`config.mk`:
```
export PLATFORM = sky130hd
export DESIGN_NAME = seqls_core
export DESIGN_NICKNAME = d
export VERILOG_FILES = /design/src/core/seqls_pkg.sv /design/src/core/seqls_core.sv
export VERILOG_INCLUDE_DIRS = /design/src /design/src/core
export SDC_FILE = /design/constraint.sdc
export NUM_CORES = 1
export LEC_CHECK = 0
export BUFFER_PORTS_ARGS = -buffer_cell sky130_fd_sc_hd__buf_4
export CAP_MARGIN = 10
export CORE_MARGIN = 2
export CORE_UTILIZATION = 45
export CTS_BUF_LIST = sky130_fd_sc_hd__clkbuf_4
export DETAILED_ROUTE_END_ITERATION = 10
export PLACE_DENSITY = 0.62
export SLEW_MARGIN = 20
export SYNTH_ARGS = -nofsm -noshare
export SYNTH_HDL_FRONTEND = slang
export SYNTH_SLANG_ARGS = --single-unit
```
`constraint.sdc`:
```
create_clock -name clk -period 4.5 [get_ports clk]
set_clock_uncertainty 0.05 [all_clocks]
set_input_delay 0.675 -clock clk [delete_from_list [all_inputs] [get_ports clk]]
set_output_delay 0.675 -clock clk [all_outputs]
set_load 0.02 [all_outputs]
```
`src/core/seqls_consts.svh`:
```
// Constants for the sequencer loop and stack unit.
// Assumes inclusion by bare name from the package and the core module.
`ifndef SEQLS_CONSTS_SVH
`define SEQLS_CONSTS_SVH

// ******************************************************************
// Widths and depths
// ******************************************************************
`define SEQLS_ADDR_W      14
`define SEQLS_COND_W      4
`define SEQLS_PCS_DEPTH   16
`define SEQLS_CNTS_DEPTH  4
`define SEQLS_LOOPS_DEPTH 4
`define SEQLS_CE_VALUE    14'h0001
`define SEQLS_CNT_RESET   14'h0000

// ******************************************************************
// Register byte offsets on the bus
// ******************************************************************
`define SEQLS_OFS_CNT     8'h00
`define SEQLS_OFS_STAT    8'h04
`define SEQLS_OFS_IP      8'h08

// ******************************************************************
// Status register bit positions
// ******************************************************************
`define SEQLS_ST_PCS_EMPTY   0
`define SEQLS_ST_PCS_OVF     1
`define SEQLS_ST_CNTS_EMPTY  2
`define SEQLS_ST_CNTS_OVF    3
`define SEQLS_ST_LOOPS_EMPTY 4
`define SEQLS_ST_LOOPS_OVF   5
`define SEQLS_ST_CNT_VALID   6

// ******************************************************************
// Branch condition field codes (branch sense)
// ******************************************************************
`define SEQLS_C_EQ     4'h0
`define SEQLS_C_NE     4'h1
`define SEQLS_C_GT     4'h2
`define SEQLS_C_LE     4'h3
`define SEQLS_C_LT     4'h4
`define SEQLS_C_GE     4'h5
`define SEQLS_C_AV     4'h6
`define SEQLS_C_NAV    4'h7
`define SEQLS_C_AC     4'h8
`define SEQLS_C_NAC    4'h9
`define SEQLS_C_NEG    4'hA
`define SEQLS_C_POS    4'hB
`define SEQLS_C_MV     4'hC
`define SEQLS_C_NMV    4'hD
`define SEQLS_C_NOT_CE 4'hE
`define SEQLS_C_TRUE   4'hF

`endif

```
`src/core/seqls_pkg.sv`:
```
// Types shared by the sequencer loop and stack unit and its users.
// Assumes the constants header is on the include path.
`include "seqls_consts.svh"

package seqls_pkg;

    // **************************************************************
    // Instruction kinds handed over by the decoder
    // **************************************************************
    typedef enum logic [2:0]
    {
        SEQLS_OP_SEQ   = 3'b000,
        SEQLS_OP_JUMP  = 3'b001,
        SEQLS_OP_CALL  = 3'b010,
        SEQLS_OP_RET   = 3'b011,
        SEQLS_OP_IND   = 3'b100,
        SEQLS_OP_DO    = 3'b101,
        SEQLS_OP_TEST  = 3'b110,
        SEQLS_OP_INTR  = 3'b111
    } seqls_op_t;

    // One decoded instruction, presented for one processor cycle.
    typedef struct packed
    {
        logic                      valid;
        seqls_op_t                 op;
        logic                      cond_en;
        logic [`SEQLS_COND_W-1:0]  cond;
        logic [`SEQLS_ADDR_W-1:0]  target;
        logic                      pop_pc;
        logic                      pop_cnt;
        logic                      pop_loop;
    } seqls_instr_t;

    // Arithmetic status flags.
    typedef struct packed
    {
        logic alu_zero_flag;
        logic alu_negative_flag;
        logic alu_overflow_flag;
        logic alu_carry_flag;
        logic multiplier_overflow_flag;
        logic x_input_sign_flag;
    } seqls_flags_t;

    // Loop stack entry: end address and termination field.
    typedef struct packed
    {
        logic [`SEQLS_ADDR_W-1:0] end_addr;
        logic [`SEQLS_COND_W-1:0] cond;
    } seqls_loop_t;

endpackage : seqls_pkg

```
`src/core/seqls_core.sv`:
```
// Program sequencer core: instruction pointer, return stack, loop
// counter with count stack, loop comparator with loop stack.
// Assumes decoder and flags run on clk; registers on classic Wishbone.
//
// Summary of operation
// [RULE1] 14-bit pointer with plus-one incrementer.
// [RULE2] 16-deep return stack; call pushes incrementer.
// [RULE3] Interrupt pushes unincremented current address.
// [RULE4] Return stack auto push/pop, manual pop.
// [RULE5] Pointer loads next address every cycle; here only on a valid instruction.
// [RULE6] Indirect jump loads pointer from address bus.
// [RULE7] 14-bit loop counter, post-decrement.
// [RULE8] Counter write takes low 14 bits, N.
// [RULE9] Expired when counter holds one; decrement after.
// [RULE10] Conditional jump on expired also decrements.
// [RULE11] Return, trap, arithmetic tests leave counter.
// [RULE12] Counter read anytime, upper bits zero.
// [RULE13] Counter load pushes previous into count stack.
// [RULE14] Expired true or manual pop pops count.
// [RULE15] No push while counter holds no value.
// [RULE16] Count-empty when pops reach pushes, max four.
// [RULE17] Comparator checks end against next fetch address.
// [RULE18] Loop start pushes end, condition, return address.
// [RULE19] Comparator active only with loops stacked.
// [RULE20] Termination conditions evaluated from flags.
// [RULE21] Termination field is inverse of branch test.
// [RULE22] Loop entry and exit cost no cycles.
// [RULE23] Last instruction: loop back or fall out.
// [RULE24] Taken transfer at loop end overrides loop.
//
// Chosen here: register access over Wishbone and the placing of the registers.
`timescale 1ns/100ps
`include "seqls_consts.svh"

module seqls_core
    import seqls_pkg::*;
#(
    parameter int PCS_DEPTH   = `SEQLS_PCS_DEPTH,
    parameter int CNTS_DEPTH  = `SEQLS_CNTS_DEPTH,
    parameter int LOOPS_DEPTH = `SEQLS_LOOPS_DEPTH
)
(
    // Clock and reset.
    input  wire logic                     clk,
    input  wire logic                     rstn,
    // Decoder, flags and indirect target.
    input  wire seqls_instr_t             instr,
    input  wire seqls_flags_t             flags,
    input  wire logic [`SEQLS_ADDR_W-1:0] program_memory_address_bus,
    // Program fetch side.
    output logic [`SEQLS_ADDR_W-1:0]      instruction_pointer_q,
    output logic [`SEQLS_ADDR_W-1:0]      fetch_addr_q,
    output logic                          loop_last_q,
    // Wishbone slave.
    input  wire logic                     cyc_i,
    input  wire logic                     stb_i,
    input  wire logic                     we_i,
    input  wire logic [7:0]               adr_i,
    input  wire logic [3:0]               sel_i,
    input  wire logic [31:0]              dat_i,
    output logic [31:0]                   dat_o,
    output logic                          ack_o
);

    localparam int AW  = `SEQLS_ADDR_W;
    localparam int PPW = $clog2(PCS_DEPTH + 1);
    localparam int PIW = $clog2(PCS_DEPTH);
    localparam int CPW = $clog2(CNTS_DEPTH + 1);
    localparam int CIW = $clog2(CNTS_DEPTH);
    localparam int LPW = $clog2(LOOPS_DEPTH + 1);
    localparam int LIW = $clog2(LOOPS_DEPTH);

    // ******************************************************************
    // Storage
    // ******************************************************************
    logic [AW-1:0]    pcs_mem [PCS_DEPTH];
    logic [AW-1:0]    cnts_mem [CNTS_DEPTH];
    seqls_loop_t      loops_mem [LOOPS_DEPTH];
    logic [PPW-1:0]   pcs_sp_q;
    logic [CPW-1:0]   cnts_sp_q;
    logic [LPW-1:0]   loops_sp_q;
    logic             pcs_ovf_q;
    logic             cnts_ovf_q;
    logic             loops_ovf_q;
    logic [AW-1:0]    cnt_q;
    logic             cnt_valid_q;
    logic             ack_q;
    logic [31:0]      dat_q;

    // ******************************************************************
    // Combinational decode
    // ******************************************************************
    logic [AW-1:0]    incr;
    logic [AW-1:0]    next_d;
    logic [AW-1:0]    pcs_top;
    logic [AW-1:0]    cnts_top;
    seqls_loop_t      loop_top;
    logic             step;
    logic             irq;
    logic             cond_ok;
    logic             xfer;
    logic             loop_end;
    logic             term;
    logic             ce_now;
    logic             ce_tick;
    logic             pcs_push;
    logic             pcs_pop;
    logic [AW-1:0]    pcs_push_val;
    logic             cnt_load;
    logic             cnts_push;
    logic             cnts_pop;
    logic             loops_push;
    logic             loops_pop;
    logic             wb_req;

    // Branch-sense test of a condition field against the flags.
    function automatic logic branch_test(input logic [`SEQLS_COND_W-1:0] c,
                                         input seqls_flags_t f,
                                         input logic ce);
        logic lt;
        lt = f.alu_negative_flag ^ f.alu_overflow_flag;
        case (c)
            `SEQLS_C_EQ:     branch_test = f.alu_zero_flag;
            `SEQLS_C_NE:     branch_test = !f.alu_zero_flag;
            `SEQLS_C_GT:     branch_test = !(lt | f.alu_zero_flag);
            `SEQLS_C_LE:     branch_test = lt | f.alu_zero_flag;
            `SEQLS_C_LT:     branch_test = lt;
            `SEQLS_C_GE:     branch_test = !lt;
            `SEQLS_C_AV:     branch_test = f.alu_overflow_flag;
            `SEQLS_C_NAV:    branch_test = !f.alu_overflow_flag;
            `SEQLS_C_AC:     branch_test = f.alu_carry_flag;
            `SEQLS_C_NAC:    branch_test = !f.alu_carry_flag;
            `SEQLS_C_NEG:    branch_test = f.x_input_sign_flag;
            `SEQLS_C_POS:    branch_test = !f.x_input_sign_flag;
            `SEQLS_C_MV:     branch_test = f.multiplier_overflow_flag;
            `SEQLS_C_NMV:    branch_test = !f.multiplier_overflow_flag;
            `SEQLS_C_NOT_CE: branch_test = !ce;
            default:         branch_test = 1'b1;
        endcase
    endfunction : branch_test

    // Stack tops; an empty stack reads its last slot harmlessly.
    assign pcs_top  = pcs_mem[PIW'(pcs_sp_q - 1'b1)];
    assign cnts_top = cnts_mem[CIW'(cnts_sp_q - 1'b1)];
    assign loop_top = loops_mem[LIW'(loops_sp_q - 1'b1)];

    // Sequencing terms for this processor cycle.
    always_comb
    begin
        incr     = instruction_pointer_q + 1'b1;                  // see [RULE1]
        step     = instr.valid;
        irq      = step && (instr.op == SEQLS_OP_INTR);
        ce_now   = (cnt_q == `SEQLS_CE_VALUE);                    // see [RULE9]
        cond_ok  = !instr.cond_en || branch_test(instr.cond, flags, ce_now);
        xfer     = step && cond_ok && ((instr.op == SEQLS_OP_JUMP) ||
                   (instr.op == SEQLS_OP_CALL) || (instr.op == SEQLS_OP_RET) ||
                   (instr.op == SEQLS_OP_IND));
        // A taken transfer or an interrupt suppresses the loop-end action.
        loop_end = step && !irq && !xfer && loop_last_q &&
                   (loops_sp_q != '0);                            // see [RULE24]
        // Termination is the inverse of the branch sense of the field.
        term     = !branch_test(loop_top.cond, flags, ce_now);    // see [RULE20] [RULE21]
        // Only conditional jumps on CE and CE-terminated loop ends count down;
        // returns, traps and arithmetic tests leave the counter alone.
        ce_tick  = (loop_end && (loop_top.cond == `SEQLS_C_NOT_CE)) ||
                   (step && !irq && (instr.op == SEQLS_OP_JUMP) && instr.cond_en &&
                    (instr.cond == `SEQLS_C_NOT_CE));             // see [RULE10] [RULE11]
    end

    // Next address selection and stack requests.
    always_comb
    begin
        next_d       = incr;
        pcs_push     = 1'b0;
        pcs_push_val = incr;
        pcs_pop      = 1'b0;
        loops_push   = 1'b0;
        loops_pop    = 1'b0;
        if (irq)
        begin
            next_d       = instr.target;
            pcs_push     = 1'b1;
            pcs_push_val = instruction_pointer_q;                 // see [RULE3]
        end
        else if (xfer && (instr.op == SEQLS_OP_IND))
        begin
            next_d = program_memory_address_bus;                  // see [RULE6]
        end
        else if (xfer && (instr.op == SEQLS_OP_JUMP))
        begin
            next_d = instr.target;
        end
        else if (xfer && (instr.op == SEQLS_OP_CALL))
        begin
            next_d   = instr.target;
            pcs_push = 1'b1;                                      // see [RULE2]
        end
        else if (xfer && (instr.op == SEQLS_OP_RET))
        begin
            next_d  = pcs_top;
            pcs_pop = 1'b1;                                       // see [RULE4]
        end
        else if (loop_end)
        begin
            if (term)
            begin
                pcs_pop   = 1'b1;                                 // see [RULE23]
                loops_pop = 1'b1;
            end
            else
            begin
                next_d = pcs_top;                                 // see [RULE23]
            end
        end
        else if (step && (instr.op == SEQLS_OP_DO))
        begin
            pcs_push   = 1'b1;                                    // see [RULE18]
            loops_push = 1'b1;
        end
        // Manual pops yield to automatic traffic on the same stack this cycle.
        if (step && instr.pop_pc && !pcs_push && !pcs_pop)
        begin
            pcs_pop = 1'b1;                                       // see [RULE4]
        end
        if (step && instr.pop_loop && !loops_push && !loops_pop)
        begin
            loops_pop = 1'b1;
        end
    end

    // Counter load from the bus wins over any countdown or pop.
    assign wb_req    = cyc_i && stb_i && !ack_q;
    assign cnt_load  = wb_req && we_i && (adr_i == `SEQLS_OFS_CNT) && sel_i[0];
    assign cnts_push = cnt_load && cnt_valid_q;                   // see [RULE13] [RULE15]
    assign cnts_pop  = !cnt_load && ((ce_tick && ce_now) ||
                       (step && instr.pop_cnt));                  // see [RULE14]

    // ******************************************************************
    // Instruction pointer and fetch address
    // ******************************************************************
    // The pointer follows the next address once per valid instruction.
    always_ff @(posedge clk or negedge rstn)
    begin
        if (!rstn)
        begin
            instruction_pointer_q <= '0;
            fetch_addr_q          <= '0;
        end
        else if (step)
        begin
            instruction_pointer_q <= next_d;                      // see [RULE5]
            fetch_addr_q          <= next_d;
        end
    end

    // ******************************************************************
    // Return stack
    // ******************************************************************
    // A push on a full stack is dropped and flagged rather than wrapped.
    always_ff @(posedge clk or negedge rstn)
    begin
        if (!rstn)
        begin
            pcs_sp_q  <= '0;
            pcs_ovf_q <= 1'b0;
        end
        else if (pcs_push)
        begin
            if (pcs_sp_q == PPW'(PCS_DEPTH))
            begin
                pcs_ovf_q <= 1'b1;
            end
            else
            begin
                pcs_mem[PIW'(pcs_sp_q)] <= pcs_push_val;          // see [RULE2] [RULE18]
                pcs_sp_q                <= pcs_sp_q + 1'b1;
            end
        end
        else if (pcs_pop && (pcs_sp_q != '0))
        begin
            pcs_sp_q <= pcs_sp_q - 1'b1;
        end
    end

    // ******************************************************************
    // Loop counter and count stack
    // ******************************************************************
    // The counter is only trusted after a load; an expiry with nothing
    // stacked leaves it invalid so the next load wastes no stack slot.
    always_ff @(posedge clk or negedge rstn)
    begin
        if (!rstn)
        begin
            cnt_q       <= `SEQLS_CNT_RESET;
            cnt_valid_q <= 1'b0;                                  // see [RULE15]
        end
        else if (cnt_load)
        begin
            cnt_q       <= dat_i[AW-1:0];                         // see [RULE8]
            cnt_valid_q <= 1'b1;
        end
        else if (cnts_pop)
        begin
            if (cnts_sp_q != '0)
            begin
                cnt_q <= cnts_top;                                // see [RULE14]
            end
            else
            begin
                cnt_valid_q <= 1'b0;                              // see [RULE15]
            end
        end
        else if (ce_tick)
        begin
            cnt_q <= cnt_q - 1'b1;                                // see [RULE7] [RULE9]
        end
    end

    // Depth counts at most four pushes; extra pushes only set overflow.
    always_ff @(posedge clk or negedge rstn)
    begin
        if (!rstn)
        begin
            cnts_sp_q  <= '0;
            cnts_ovf_q <= 1'b0;
        end
        else if (cnts_push)
        begin
            if (cnts_sp_q == CPW'(CNTS_DEPTH))
            begin
                cnts_ovf_q <= 1'b1;                               // see [RULE16]
            end
            else
            begin
                cnts_mem[CIW'(cnts_sp_q)] <= cnt_q;               // see [RULE13]
                cnts_sp_q                 <= cnts_sp_q + 1'b1;
            end
        end
        else if (cnts_pop && (cnts_sp_q != '0))
        begin
            cnts_sp_q <= cnts_sp_q - 1'b1;                        // see [RULE16]
        end
    end

    // ******************************************************************
    // Loop stack and comparator
    // ******************************************************************
    // All loop pushes and pops ride on the instruction's own cycle.
    always_ff @(posedge clk or negedge rstn)
    begin
        if (!rstn)
        begin
            loops_sp_q  <= '0;
            loops_ovf_q <= 1'b0;
        end
        else if (loops_push)
        begin
            if (loops_sp_q == LPW'(LOOPS_DEPTH))
            begin
                loops_ovf_q <= 1'b1;
            end
            else
            begin
                loops_mem[LIW'(loops_sp_q)] <= {instr.target, instr.cond}; // see [RULE18] [RULE22]
                loops_sp_q                  <= loops_sp_q + 1'b1;
            end
        end
        else if (loops_pop && (loops_sp_q != '0))
        begin
            loops_sp_q <= loops_sp_q - 1'b1;                      // see [RULE22]
        end
    end

    // The comparator looks at the address about to be fetched, so the
    // flag stands during the cycle in which the last instruction runs.
    // A loop pushed this cycle is compared from the next cycle on.
    always_ff @(posedge clk or negedge rstn)
    begin
        if (!rstn)
        begin
            loop_last_q <= 1'b0;
        end
        else if (step)
        begin
            loop_last_q <= (loops_sp_q != '0) && !loops_pop &&
                           (next_d == loop_top.end_addr);         // see [RULE17] [RULE19]
        end
    end

    // ******************************************************************
    // Wishbone slave
    // ******************************************************************
    // One wait-free answer: ack follows the request by one edge and
    // drops the next cycle; unmapped offsets read zero and ignore writes.
    always_ff @(posedge clk or negedge rstn)
    begin
        if (!rstn)
        begin
            ack_q <= 1'b0;
            dat_q <= '0;
        end
        else
        begin
            ack_q <= wb_req;
            if (wb_req && !we_i)
            begin
                if (adr_i == `SEQLS_OFS_CNT)
                begin
                    dat_q <= {18'h0_0000, cnt_q};                 // see [RULE12]
                end
                else if (adr_i == `SEQLS_OFS_STAT)
                begin
                    dat_q                            <= '0;
                    dat_q[`SEQLS_ST_PCS_EMPTY]       <= (pcs_sp_q == '0);
                    dat_q[`SEQLS_ST_PCS_OVF]         <= pcs_ovf_q;
                    dat_q[`SEQLS_ST_CNTS_EMPTY]      <= (cnts_sp_q == '0); // see [RULE16]
                    dat_q[`SEQLS_ST_CNTS_OVF]        <= cnts_ovf_q;
                    dat_q[`SEQLS_ST_LOOPS_EMPTY]     <= (loops_sp_q == '0);
                    dat_q[`SEQLS_ST_LOOPS_OVF]       <= loops_ovf_q;
                    dat_q[`SEQLS_ST_CNT_VALID]       <= cnt_valid_q;
                end
                else if (adr_i == `SEQLS_OFS_IP)
                begin
                    dat_q <= {18'h0_0000, instruction_pointer_q};
                end
                else
                begin
                    dat_q <= '0;
                end
            end
        end
    end

    assign ack_o = ack_q;
    assign dat_o = dat_q;

endmodule : seqls_core

```
==> results.tsv <==
metric	value	unit
max_stage_delay	0.53	ns
mappedNetlistArea	0.01882	mm²
hold_class	input pin to register	
avgRoutedWirePerCell	21.95	µm
drt_iter0_drc	995	
wl_met2	22450	µm
dr.pass1.iters	5	
rr_startpoint	loops_sp_q[1]	
leakage	8.005	nW
drtAntennaViolNets	0	
critPathLaunchType	register	
yosysUniqueCellTypes	76	
antenna_found_initial	1	
critPathSlowestCell	or4b_1	
cts_buffer_depth	3	
io_buffers	117	
synthCells	1282	
path_cells	inv_1 -> ha_4 -> mux4_2 -> or4b_1 -> o31ai_1 -> o211ai_2 -> o31ai_4 -> buf_12 -> mux2i_2 -> nor3_1 -> a211oi_1 -> nand3_1 -> a2111o_1 -> o32ai_2	
final_cells	2108	
min_period_over_period	92.91	%
overflow	0	
dp.cells	1909	
final_max_slew_viol_count	0	
rows	74	
cp.required	5.15	ns
min_from	instr[14]	
ir_worst_vdd	0.0003822	V
cap_violations	0	
cts.clk_slew.worst_paths	0.07	ns
rsz0062_at_grt	false	
insertion_delay	0.82	ns
place_ws	0.1556	ns
top_layer	met4	
setup_ws	0.3189	ns
clockRootBuffer	clkbuf_4	
powerDensity	609.8	mW/mm²
drc_errors	0	
die_w	208.5	µm
syn_to_final_growth	17.23	%
vias	11880	
yosysWarnings	0	
relSlewSlack	44.33	%
die_area	0.04347	mm²
worstPathArrival	4.83	ns
grt_pass1_wl	71420	µm
cts_max_level	3	
startpoint	loops_sp_q[1]	
drt-vias-per-instance	5.637	
tns	0	ns
pin_count	157	
cts.sinks	411	
grt.total_usage	21.73	%
ys_ff_latch	411	
place_congestion	0.9093	
path_class	register to register	
cts_made_buffers	102	
core	0.04102	mm²
die_y	208.5	µm
layout.nets	1610	
synth-main-ff-cell	edfxtp_1	
endpoint_kind	register	
async_flop_share	14.36	%
hpwl	31230	µm
drt-total-wl	46280	µm
outcome	finished, final reports clean	
wl_met1	19930	µm
grt_max_degree	61	
wl_met3	2806	µm
seq_area_frac_synth	64.02	%
hold_viol	0	
start_util	45.88	%
cts_tree	done	
syn_area_per_cell	14.68	µm²
crit_fanout	16	
post-route-min-period	4.181	ns
grt_pass1_vias	12110	
fmax	0.2392	GHz
drive_above_1_share	29.33	%
worstMarginPinSlew	0.8350	ns
report.final.setup_viol	0	
synth_edf_count	352	
## final timing paths
| kind | end | slack [ns] | cells past startpoint |
|---|---|---|---|
| max | loop_last_q | 0.32 | 14 |
| min | loops_mem[3][15] | 0.08 | 1 |
| max reg2reg | loop_last_q | 0.32 | 14 |
| min reg2reg | cnts_ovf_q | 0.44 | 1 |
| max in group asynchronous | cnt_q[4] | 3.25 | 3 |
| min in group asynchronous | pcs_sp_q[4] | 0.33 | 2 |
## Yosys cell counts, drive strengths merged, types with 3 or more instances
library cell	n	area share (%)
a22oi	10	0.40
mux2i	42	2.2
inv	37	0.74
a211oi	14	0.56
nand2b	11	0.37
nand2	91	1.8
xor2	17	0.79
o21bai	3	0.12
dfrtp	59	7.8
o31ai	4	0.23
nand4	7	0.23
xnor2	25	1.2
nor2b	16	0.53
o2111ai	5	0.23
o2bb2ai	5	0.23
nor4	7	0.23
ha	19	1.3
o22ai	6	0.20
and2	9	0.30
a31oi	5	0.17
nor3	18	0.48
a32oi	3	0.14
a21boi	4	0.16
buf	48	1.7
edfxtp	352	56
a21o	5	0.20
a22o	11	0.51
o211ai	9	0.39
and3	14	0.47
a21oi	60	1.6
o21a	3	0.12
mux4	88	11
mux2	10	0.60
clkbuf	52	1.0
or3	4	0.13
nand3b	6	0.24
nand3	21	0.56
a31o	4	0.19
o21ai	56	1.5
nor2	82	1.6
a221oi	6	0.28
## placed cells by master (no fill, tap or decap), types with 7 or more instances in the layout
| cell type | count |
|---|---|
| a211oi_1 | 13 |
| a21oi_1 | 60 |
| a22o_1 | 11 |
| a22oi_1 | 10 |
| and2_1 | 9 |
| and3_1 | 14 |
| buf_4 | 173 |
| clkbuf_4 | 152 |
| clkinv_1 | 20 |
| conb_1 | 18 |
| dfrtp_1 | 58 |
| dlygate4sd3_1 | 14 |
| edfxtp_1 | 352 |
| ha_1 | 17 |
| inv_1 | 37 |
| mux2_2 | 10 |
| mux2i_1 | 41 |
| mux4_2 | 84 |
| nand2_1 | 91 |
| nand2b_1 | 11 |
| nand3_1 | 21 |
| nand4_1 | 7 |
| nor2_1 | 82 |
| nor2b_1 | 16 |
| nor3_1 | 14 |
| o211ai_1 | 8 |
| o21ai_0 | 52 |
| xnor2_1 | 20 |
| xor2_1 | 14 |
## final cells by class
class,count,area [µm²]
sequential,411,12050
clock buffer,152,1141
fill,3439,18960
tap,532,665.6
timing repair buffer,193,1554
antenna,1,2.502
multi-input combinational,751,6299
inverter,37,138.9
clock inverter,31,210.2
## cell families after synthesis
logic type                 synth area share [%]
AOI/OAI and AO/OA                         8.338
buffers and inverters                     3.497
muxes                                     13.44
xor gates and xnor gates                  1.955
other                                   0.01993
and+or+nand+nor                           7.467
DFF                                       64.02
adders and majority gates                 1.263
## registers in the layout, summed over array words and instances (netlist names)
register      flops
cnts_sp_q         3
loops_sp_q        3
dat_o            14
ack_o             1
cnts_mem         56
fetch_addr_q     14
cnt_valid_q       1
cnts_ovf_q        1
loop_last_q       1
cnt_q            14
pcs_mem         224
pcs_sp_q          5
loops_mem        72
pcs_ovf_q         1
loops_ovf_q       1
## routing by layer
layer | GRT usage (%) | up-vias
met5 | 0 | -
met4 | 8.112 | 0
met3 | 4.498 | 75
met2 | 35.11 | 436
met1 | 29.18 | 5922
li1 | - | 5450
## report_power, final
part	internal, W	switching, W
clock	0.00172	0.00147
sequential	0.00467	0.000402
combinational	0.00228	0.00292
total	0.00866	0.00480
## critical path, delay by kind of cell, from the launching register on
kind                     cells  cell delay [ns]
multiplexers                 2             0.71
flip-flops                   1             0.39
buffers and inverters        2             0.32
adder cells (fa/ha/maj)      1             0.32
AO/OA/AOI/OAI                6             1.52
AND/OR/NAND/NOR              3             0.76
## timing repair
item	CTS	global route
setup buffers	0	1
gates resized for setup	0	6
setup endpoints to repair	0	1
hold buffers	14	0
hold endpoints to repair	54	0
## stage by stage
stage	total power (W)	util (%)	hold slack, ns	cell area (µm²)
floorplan	0.008566	-	0.3294	18890
global placement	0.01021	49.96	0.4160	20490
finish	0.01345	53.79	0.08462	22060
detailed placement	0.01028	49.96	0.4227	20490
CTS	0.01351	53.59	0.002506	21980
global route	0.01423	53.79	0.02159	22060
Note: power is estimated with default switching activity, not from simulation.
